<file path="src/rtl/acc_regs.vh">
// Purpose: Constants for the converter control block
// Assumes: 8-bit register port, 10 MHz system clock
// Notes: Offsets are local register indices
//
// Notes on behaviour
// Start bit written high then low launches exactly one conversion.
// Start bit held high keeps the converter in reset, busy reads one.
// Busy flag, primary bit 6, is read only and shows a running conversion.
// Busy flag clears by hardware when the conversion completes.
// Completion raises the interrupt request flag; enabled requests go out.
// Power bit 5: zero powers the converter, one powers it down; resets one.
// Software should power down before idle or sleep modes.
// Format bit selects left or right aligned result; unused bits zero.
// Channel field routes input 0, a floating input, inputs 2 to 8.
// Bandgap select routes the 1.25V bandgap, disconnecting external inputs.
// Software enables the bandgap before selecting the bandgap channel.
// Bandgap powers off when unused by converter and low-voltage functions.
// Software waits for bandgap settling before converting on it.
// Reference bit 4 picks supply at zero, external reference pin at one.
// Clock field divides system clock by 1 to 64; code 111 undefined.
// Software keeps the conversion clock period between 0.53 and 10 us.
// Secondary bits 5 and 3 ignore writes and read zero.
// A pin used as converter input loses digital function and pull-high.
// With interrupt disabled, software polls busy until it reads zero.
// A conversion takes sixteen conversion clock periods.
// Software waits a power-up delay after clearing power down.
// Start bit should be zero before the launch sequence.
// Both result bytes update together in the cycle busy clears.
// While powered down, starts are ignored and busy and results hold.
`ifndef ACC_REGS_VH
`define ACC_REGS_VH
`define ACC_OFF_RESULT_HIGH 2'h0
`define ACC_OFF_RESULT_LOW 2'h1
`define ACC_OFF_CTRL_PRI 2'h2
`define ACC_OFF_CTRL_SEC 2'h3
`define ACC_PRI_START 7
`define ACC_PRI_BUSY 6
`define ACC_PRI_PDOWN 5
`define ACC_PRI_ALIGN 4
`define ACC_SEC_BGSEL 7
`define ACC_SEC_BGEN 6
`define ACC_SEC_REFSEL 4
`define ACC_SEC_WMASK 8'hD7
`define ACC_RST_CTRL_PRI 8'h60
`define ACC_RST_CTRL_SEC 8'h00
`define ACC_CONV_PERIODS 5'h10
`define ACC_DIV_UNDEF 3'h7
`endif

</file>
<file path="src/rtl/acc_clkdiv.v">
// Purpose: Conversion clock tick generator from the system clock
// Assumes: Divider code steady while a conversion runs
// Notes: Tick is one system cycle wide, period 2^code cycles, 64 cycles for code 7
`timescale 1ns/10ps
`include "acc_regs.vh"
module acc_clkdiv (
    input wire clk,
    input wire rst,
    input wire run,
    input wire [2:0] div_code,
    output reg tick_q
);
    reg [5:0] cnt_q;
    reg [5:0] cnt_d;
    reg [5:0] limit;
    always @* begin
        // Undefined code behaves as the slowest ratio
        if (div_code == `ACC_DIV_UNDEF) begin
            limit = 6'h3F;
        end else begin
            limit = (6'h01 << div_code) - 6'h01;
        end
        cnt_d = cnt_q + 6'h01;
        if (!run || cnt_q >= limit) begin
            cnt_d = 6'h00;
        end
    end
    always @(posedge clk or posedge rst) begin
        if (rst) begin
            cnt_q <= 6'h00;
            tick_q <= 1'b0;
        end else begin
            cnt_q <= cnt_d;
            tick_q <= run && (cnt_q >= limit);
        end
    end
endmodule // acc_clkdiv

</file>
<file path="src/rtl/acc_ctrl.v">
// Purpose: Control, status and result registers of the 12-bit converter
// Assumes: Analog core presents its 12-bit value on core_result at the end
// Notes: Register port reads answer one cycle after the read strobe
`timescale 1ns/10ps
`include "acc_regs.vh"
module acc_ctrl (
    input wire clk,
    input wire rst,
    input wire [1:0] addr,
    input wire [7:0] wdata,
    input wire wr_en,
    input wire rd_en,
    output reg [7:0] rdata_q,
    input wire [11:0] core_result,
    input wire lv_functions_on,
    input wire [8:0] pin_analog_sel,
    output reg core_reset_q,
    output reg core_power_q,
    output reg core_sample_q,
    output reg core_done_q,
    output reg [8:0] chan_onehot_q,
    output reg bandgap_route_q,
    output reg bandgap_power_q,
    output reg ref_external_q,
    output reg [8:0] pin_digital_off_q,
    output reg irq_flag_q,
    output reg irq_q,
    input wire irq_enable,
    input wire irq_flag_clr
);
    ////////////////////////////////////////////////////////////////
    // Registers
    reg start_q;
    reg busy_q;
    reg pdown_q;
    reg align_q;
    reg [3:0] chan_q;
    reg [7:0] sec_q;
    reg [7:0] res_hi_q;
    reg [7:0] res_lo_q;
    reg running_q;
    reg [4:0] period_q;
    wire tick;
    wire wr_pri;
    wire start_fall;
    wire finish;
    wire done_now;
    wire [7:0] hi_d;
    wire [7:0] lo_d;

    // Channel code to one-hot input select, code 1 and above 8 floating
    function [8:0] chan_decode;
        input [3:0] code;
        begin
            chan_decode = 9'h000;
            if (code <= 4'h8 && code != 4'h1) begin
                chan_decode = 9'h001 << code;
            end
        end
    endfunction

    assign wr_pri = wr_en && (addr == `ACC_OFF_CTRL_PRI);
    // Launch on the write that takes start from one to zero
    assign start_fall = wr_pri && start_q && !wdata[`ACC_PRI_START];
    assign finish = running_q && tick && (period_q == `ACC_CONV_PERIODS - 5'h01);
    // Completion counts only when not powered down or restarted in the same cycle
    assign done_now = finish && !pdown_q && !(wr_pri && wdata[`ACC_PRI_START]);
    assign hi_d = align_q ? {4'h0, core_result[11:8]} : core_result[11:4];
    assign lo_d = align_q ? core_result[7:0] : {core_result[3:0], 4'h0};

    acc_clkdiv u_div (
        .clk(clk),
        .rst(rst),
        .run(running_q),
        .div_code(sec_q[2:0]),
        .tick_q(tick)
    );

    ////////////////////////////////////////////////////////////////
    // Control state and conversion sequencing
    always @(posedge clk or posedge rst) begin
        if (rst) begin
            start_q <= 1'b0;
            busy_q <= 1'b1;
            pdown_q <= 1'b1;
            align_q <= 1'b0;
            chan_q <= 4'h0;
            sec_q <= `ACC_RST_CTRL_SEC;
            res_hi_q <= 8'h00;
            res_lo_q <= 8'h00;
            running_q <= 1'b0;
            period_q <= 5'h00;
        end else begin
            if (wr_pri) begin
                start_q <= wdata[`ACC_PRI_START];
                pdown_q <= wdata[`ACC_PRI_PDOWN];
                align_q <= wdata[`ACC_PRI_ALIGN];
                chan_q <= wdata[3:0];
            end
            if (wr_en && addr == `ACC_OFF_CTRL_SEC) begin
                sec_q <= wdata & `ACC_SEC_WMASK;
            end
            if (pdown_q) begin
                // Powered down: hold busy and results
                running_q <= 1'b0;
                period_q <= 5'h00;
            end else if (wr_pri && wdata[`ACC_PRI_START]) begin
                running_q <= 1'b0;
                period_q <= 5'h00;
                busy_q <= 1'b1;
            end else if (start_fall) begin
                running_q <= 1'b1;
                period_q <= 5'h00;
                busy_q <= 1'b1;
            end else if (running_q && tick) begin
                period_q <= period_q + 5'h01;
                if (finish) begin
                    running_q <= 1'b0;
                    busy_q <= 1'b0;
                    res_hi_q <= hi_d;
                    res_lo_q <= lo_d;
                end
            end
        end
    end

    ////////////////////////////////////////////////////////////////
    // Interrupt request flag, set wins over clear
    always @(posedge clk or posedge rst) begin
        if (rst) begin
            irq_flag_q <= 1'b0;
            irq_q <= 1'b0;
            core_done_q <= 1'b0;
        end else begin
            core_done_q <= done_now;
            if (done_now) begin
                irq_flag_q <= 1'b1;
            end else if (irq_flag_clr) begin
                irq_flag_q <= 1'b0;
            end
            irq_q <= irq_enable && (irq_flag_q || done_now);
        end
    end

    ////////////////////////////////////////////////////////////////
    // Analog core and pin controls
    always @(posedge clk or posedge rst) begin
        if (rst) begin
            core_reset_q <= 1'b1;
            core_power_q <= 1'b0;
            core_sample_q <= 1'b0;
            chan_onehot_q <= 9'h000;
            bandgap_route_q <= 1'b0;
            bandgap_power_q <= 1'b0;
            ref_external_q <= 1'b0;
            pin_digital_off_q <= 9'h000;
        end else begin
            core_reset_q <= start_q || pdown_q;
            core_power_q <= !pdown_q;
            core_sample_q <= running_q && !pdown_q;
            if (sec_q[`ACC_SEC_BGSEL]) begin
                chan_onehot_q <= 9'h000;
            end else begin
                chan_onehot_q <= chan_decode(chan_q);
            end
            bandgap_route_q <= sec_q[`ACC_SEC_BGSEL];
            bandgap_power_q <= lv_functions_on ||
                (sec_q[`ACC_SEC_BGEN] && sec_q[`ACC_SEC_BGSEL]);
            ref_external_q <= sec_q[`ACC_SEC_REFSEL];
            pin_digital_off_q <= pin_analog_sel;
        end
    end

    ////////////////////////////////////////////////////////////////
    // Register read port
    always @(posedge clk or posedge rst) begin
        if (rst) begin
            rdata_q <= 8'h00;
        end else if (rd_en) begin
            case (addr)
                `ACC_OFF_RESULT_HIGH: rdata_q <= res_hi_q;
                `ACC_OFF_RESULT_LOW: rdata_q <= res_lo_q;
                `ACC_OFF_CTRL_PRI: rdata_q <= {start_q, busy_q, pdown_q, align_q, chan_q};
                `ACC_OFF_CTRL_SEC: rdata_q <= sec_q;
                default: rdata_q <= 8'h00;
            endcase
        end else begin
            rdata_q <= 8'h00;
        end
    end
endmodule // acc_ctrl

</file>
<file path="config.mk">
export PLATFORM = sky130hd
export DESIGN_NAME = acc_ctrl
export DESIGN_NICKNAME = d
export VERILOG_FILES = /design/src/rtl/acc_clkdiv.v /design/src/rtl/acc_ctrl.v
export VERILOG_INCLUDE_DIRS = /design/src /design/src/rtl
export SDC_FILE = /design/constraint.sdc
export NUM_CORES = 1
export LEC_CHECK = 0
export BUFFER_PORTS_ARGS = -buffer_cell sky130_fd_sc_hd__buf_2
export CAP_MARGIN = 15
export CORE_MARGIN = 2
export CORE_UTILIZATION = 25
export CTS_CLUSTER_DIAMETER = 150
export DETAILED_ROUTE_END_ITERATION = 8
export GPL_TIMING_DRIVEN = 1
export PLACE_DENSITY_LB_ADDON = 0.1
export SLEW_MARGIN = 20
export SYNTH_ARGS = -nofsm -noshare
export SYNTH_HDL_FRONTEND = slang
export SYNTH_SLANG_ARGS = --single-unit
</file>
<file path="constraint.sdc">
create_clock -name clk -period 4.5 [get_ports clk]
set_input_delay 0 -clock clk [delete_from_list [all_inputs] [get_ports clk]]
set_output_delay 0 -clock clk [all_outputs]
set_load 0.01 [all_outputs]
</file>
# Word level (Yosys, flattened, before mapping)
# Index checks and enable logic that the tools add are counted.
[word_totals] register_bits=78 in_bits=38 output_inout_bits=35 elab_cells=91
[op_classes] add_sub_neg=3 order_cmp=2 n_eq_ne=6 n_shift=2 mux=20 n_bitwise=3 reduce_logical=31
[op_table] operator="case mux 8 bit (4 select lines)" count=1
[op_table] operator="2-to-1 mux 8 bit" count=3
[op_table] operator="2-to-1 mux 5 bit" count=4
[op_table] operator="2-to-1 mux 9 bit" count=2
[op_table] operator="logical AND 1 bit" count=14
[op_table] operator="2-to-1 mux 6 bit" count=2
[op_table] operator="<< shifter 1 x 4 -> 9 bit, first input constant" count=1
[op_table] operator="2-to-1 mux 1 bit" count=8
[op_table] operator="nonzero test 4 bit" count=2
[op_table] operator="adder 6 x 1 -> 6 bit, second input constant" count=1
[op_table] operator=">= comparator 6 bit" count=1
[op_table] operator="nonzero test 3 bit" count=2
[op_table] operator="<< shifter 1 x 3 -> 6 bit, first input constant" count=1
[op_table] operator="subtractor 6 x 1 -> 6 bit, second input constant" count=1
[op_table] operator="adder 5 x 1 -> 5 bit, second input constant" count=1
[op_table] operator="equality test 5 x 4 -> 1 bit, second input constant" count=1
[op_table] operator="AND reduction 5 bit" count=1
[op_table] operator="equality test 2 bit, second input constant" count=2
[op_table] operator="<= comparator 4 bit, second input constant" count=1
[op_table] operator="zero test 1 bit" count=4
[op_table] operator="logical OR 1 bit" count=4
[op_table] operator="!= test 4 x 1 -> 1 bit, second input constant" count=1
[op_table] operator="equality test 3 bit, second input constant" count=1
[op_table] operator="inverter 1 bit" count=3
[op_table] operator="5 further kinds" count=5

# Depth between registers and ports, before layout
[depth] word_depth=7 depth_mapped=12 mapped_depth_nobuf=11

# By module
# A second synthesis with hierarchy kept.
[hier_totals] cells_unflattened=274 hier_area_um2=3423.3
[modules_own_cells] mod="acc_ctrl" n_inst=1 cells_per_inst=213 area_per_inst_um2=2885.3 seq_area_each_um2=1780.5
[modules_own_cells] mod="acc_clkdiv" n_inst=1 cells_per_inst=61 area_per_inst_um2=538.0 seq_area_each_um2=175.2

# Least setup slack after synthesis
# OpenSTA, ideal clock, no wires.
[synth_timing] path_kind="reg2reg" from="register sec_q[1]" to="register u_div.cnt_q[2]" setup_time_ps=136 arrival_time_ps=2307 required_time_ps=4364 path_slack_ps=2057 stages_incl_launch_ff=11 path_buffers=1 period_less_slack_ps=2443 path_cell_list="dfrtp_1 > clkbuf_1 > or3_1 > ha_1 > nor2b_1 > a21oi_1 > o221ai_1 > ha_1 > nand4_1 > o211ai_1 > nor2_1"
[synth_via] elab_chain_len=6 elab_cells_between_ends=7 cone_classes="add/sub (1); order compare (1); eq/ne (1); shift (1); mux (2); reduce/logical (1)"
[synth_lines] item="start: declaration" line_no="acc_ctrl.v:38" source="reg [7:0] sec_q;"
[synth_lines] item="start signal: assignment" line_no="acc_ctrl.v:88" source="sec_q <= `ACC_RST_CTRL_SEC;"
[synth_lines] item="start signal: assignment" line_no="acc_ctrl.v:101" source="sec_q <= wdata & `ACC_SEC_WMASK;"
[synth_lines] item="<< shifter 1 x 3 -> 6 bit" line_no="acc_clkdiv.v:21" source="limit = (6'h01 << div_code) - 6'h01;"
[synth_lines] item="subtractor 6 x 1 -> 6 bit" line_no="acc_clkdiv.v:21"
[synth_lines] item="2-to-1 mux 6 bit (*)" line_no="acc_clkdiv.v:18" source="if (div_code == `ACC_DIV_UNDEF) begin"
[synth_lines] item=">= comparator 6 bit (*)" line_no="acc_clkdiv.v:24" source="if (!run || cnt_q >= limit) begin"
[synth_lines] item="logical OR 1 bit (*)" line_no="acc_clkdiv.v:24"
[synth_lines] item="2-to-1 mux 6 bit (*)" line_no="acc_clkdiv.v:24"
[synth_lines] item="net u_div.cnt_d[2]" line_no="acc_clkdiv.v:14" source="reg [5:0] cnt_d;"
[synth_lines] item="end signal: assignment" line_no="acc_clkdiv.v:33" source="cnt_q <= cnt_d;"
[synth_lines] item="end: declaration" line_no="acc_clkdiv.v:13" source="reg [5:0] cnt_q;"
# The timed path passes the listed nets; every way through them passes the cells marked *.
# A chain may end at the register's enable or synchronous reset.

# Worst setup path after layout
[layout_timing] from="register sec_q[1]" to="register u_div.cnt_q[5]"
# The elaborated chain is that of the path after synthesis.

==> impl_metrics.toml <==
[status]
status = "finished clean"

[final_layout]
nets = 444
nFillCells = 1366
layout-drive-gt1-share = 0.3042
n_antenna_cell = 0
syn_to_final_growth_pct = 32.87

[die]
die_x_um = 121.3
io_pins = 73
dieArea_um2 = 14720
core_area_um2 = 13350
fp.dieH_um = 121.3
initial_core_util = 0.2578
rows = 42

[drt]
drt_iter0_drc = 161
routed-via-count = 2440
viasPerCell = 4.229
drtAntennaViolNets = 0
drc = 0
wl_per_cell_um = 14.14
drt_wl_total_mm = 8.160
first_pass_iters = 5

[logic_synthesis]
ys.warnings.count = 0
synth-edff-count = 0
syn_inst = 290
syn_nets = 338
synth_top_family_by_area = "simple AND/OR/NAND/NOR gates"
synth_top_flop_cell = "dfrtp_1"
ys_seq_area_frac = 0.5684
yosys.area_share.simple = 0.1618
ys_seq_elements = 78
syn_area_per_cell_um2 = 11.86
yosys.area_share.xor_xnor = 0.01782
synth_compound_area_frac = 0.09055
synth_adder_area_share = 0.03636
synthArstFlopShare = 1.000
synth_mux_area_frac = 0.09200
ys_types = 52
syn_area_um2 = 3441

[global_routing]
gr-total-overflow = 0
track_usage = 0.1208
grt_util_met3 = 0.03336
grt_pass1_wl_mm = 13.44
met1_usage = 0.1553
met2_usage = 0.1938
antenna_found_initial = 0
top_usage_layer = "met2"
grt_pass1_vias = 2521
grt_max_degree = 58

[sta]
relSlewSlack = 0.3769
setup_ws_ps = 1767
worst_slew_pin_slew_ps = 934.3
tns_ps = 0
clock_skew_ps = 6.981
grt_setup_unrepaired = "no"
final-max-slew-violation-count = 0
finalHoldViolCount = 0
period_needed_ps = 2733
finalSetupViolCount = 0
fmax_mhz = 365.8
fin_crit_sh = 0.6074

[pwr]
peakVddDrop_v = 0.0001513
powerDensity_nw_per_um2 = 380.1
p_leak_nw = 2.180
finalPower_w = 0.001738

[place]
dpl_worst_slack_ps = 1779
port_buffers = 72
dpl.hpwl_mm = 5.503
gp_congestion = 0.7386

[clocking]
path_clk_slew_ps = 60
clock-sinks = 78
post_cts_buffers = 0
clockBufferDepth = 2
cts_tree = "done"
cts_root_buffer = "clkbuf_16"
cts_buffers = 9
clkLatencyLatePin_ps = 340
htreeDepth = 3

[critical_path]
start_kind = "flop"
critPathArrivalTime_ps = 2940
cp_max_fo = 12
crit_required_ps = 4710
crit_path_end_kind = "flop"
criticalPathCategory = "flop to flop"

[min_path]
hp-class = "input pin to flop"

[run]
cap_violations = 0
-- synth_stat cells, types with 4 or more instances --
cell      count  share of area
dfrtp_1      75           0.55
inv_1         8         0.0087
ha_1         10          0.036
o21ai_1       4         0.0058
mux2i_1      11          0.032
o21ai_0       6         0.0087
a21oi_1       4         0.0058
nand2_1      48          0.052
and2_1       11          0.020
nor2_1       18          0.020
mux4_2        5          0.033
mux2_2        6          0.020
buf_2         4         0.0058
nand2b_1      7          0.013
xor2_1        4          0.010
o21ai_2      10          0.025
-- final timing paths --
kind                       startpoint          endpoint  slack, ps  cells past startpoint
setup / recovery             sec_q[1]    u_div.cnt_q[5]       1770                      9
hold / removal                  wr_en         running_q         40                      3
setup reg to reg             sec_q[1]    u_div.cnt_q[5]       1770                      9
hold reg to reg              sec_q[4]    ref_external_q        430                      0
max in group asynchronous         rst         chan_q[1]       3240                      4
min in group asynchronous         rst  chan_onehot_q[2]        170                      3
-- kinds of logic (layout without fill, tap and decap cells) --
logic type | Yosys count | after routing
xor+xnor | 7 | 7
buf+inv | 20 | 131
mux | 23 | 23
simple gates | 111 | 111
compound gates | 40 | 40
other cells | 1 | 1
flops | 78 | 78
fa+ha+maj | 10 | 10
-- routing by layer --
layer  wire (um)  up-vias
met4         125        0
met1        3748     1169
met3         343        9
met2        3942       53
met5           0        -
li1            -     1209
-- critical path, cell delays in order, from the launching register on --
cell      delay (ps)
dfrtp_1          490
or3_1            390
ha_1             260
nor2b_1          170
a21oi_1          160
o221ai_1         150
ha_1             320
nand4_1          110
o211ai_1         450
nor2_1           100
-- layout by cell type (no fill, tap or decap), types with 2 or more instances in the layout --
cell type       n
a21o_1          2
a21oi_1         4
and2_1         11
buf_2          72
clkbuf_16       9
clkinv_2        2
clkinv_4        2
dfrtp_1        75
dfstp_2         3
dlygate4sd3_1  34
ha_1           10
inv_1           7
inv_6           3
mux2_2          6
mux2i_1        11
mux4_2          5
nand2_1        48
nand2b_1        7
nand3_1         3
nand3b_1        3
nand4_1         2
nor2_1         18
nor2b_1         2
nor3_1          3
nor4b_1         2
o21a_1          3
o21ai_0         6
o21ai_1         4
o21ai_2        10
or3_1           3
xnor2_1         3
xor2_1          4
-- where the power goes --
| part | total [W] | switching, W | internal (W) |
|---|---|---|---|
| Combinational | 0.000239 | 0.000120 | 0.000119 |
| Clock | 0.000695 | 0.000315 | 0.000380 |
| Sequential | 0.000803 | 0.0000557 | 0.000747 |
-- state kept, by name, indices dropped and copies added, names as in the netlist, 4 cells and up --
signal	flops
period_q	5
pin_digital_off_q	9
sec_q	6
chan_onehot_q	9
u_div.cnt_q	6
chan_q	4
res_hi_q	8
rdata_q	8
res_lo_q	8
-- cell type report --
class                           count  area, um^2  share of cell area
Tap cell                          176       220.2             0.04817
Multi-Input combinational cell    192        1375              0.3008
Inverter                            8       31.28            0.006842
Clock inverter                      7       56.30             0.01232
Sequential cell                    78        1956              0.4278
Timing Repair Buffer              107       708.2              0.1549
Clock buffer                        9       225.2             0.04926
-- metrics by stage --
step | hold slack (ps) | instances | util | instance area (um^2)
final | 42.81 | 577 | 0.3425 | 4572
after global routing | 48.82 | 577 | 0.3425 | 4572
after CTS | 23.97 | 577 | 0.3425 | 4572
after detailed placement | -13.84 | 527 | 0.2959 | 3950
after global placement | -16.25 | 527 | 0.2959 | 3950
after floorplan | 31.43 | 290 | - | 3441
-- what timing repair did --
item,in CTS,in global routing
hold endpoints to repair,68,0
hold buffers,34,0
endpoints found under the setup margin,0,0
resized for setup,0,0
Power figures use the tool's default switching activity.
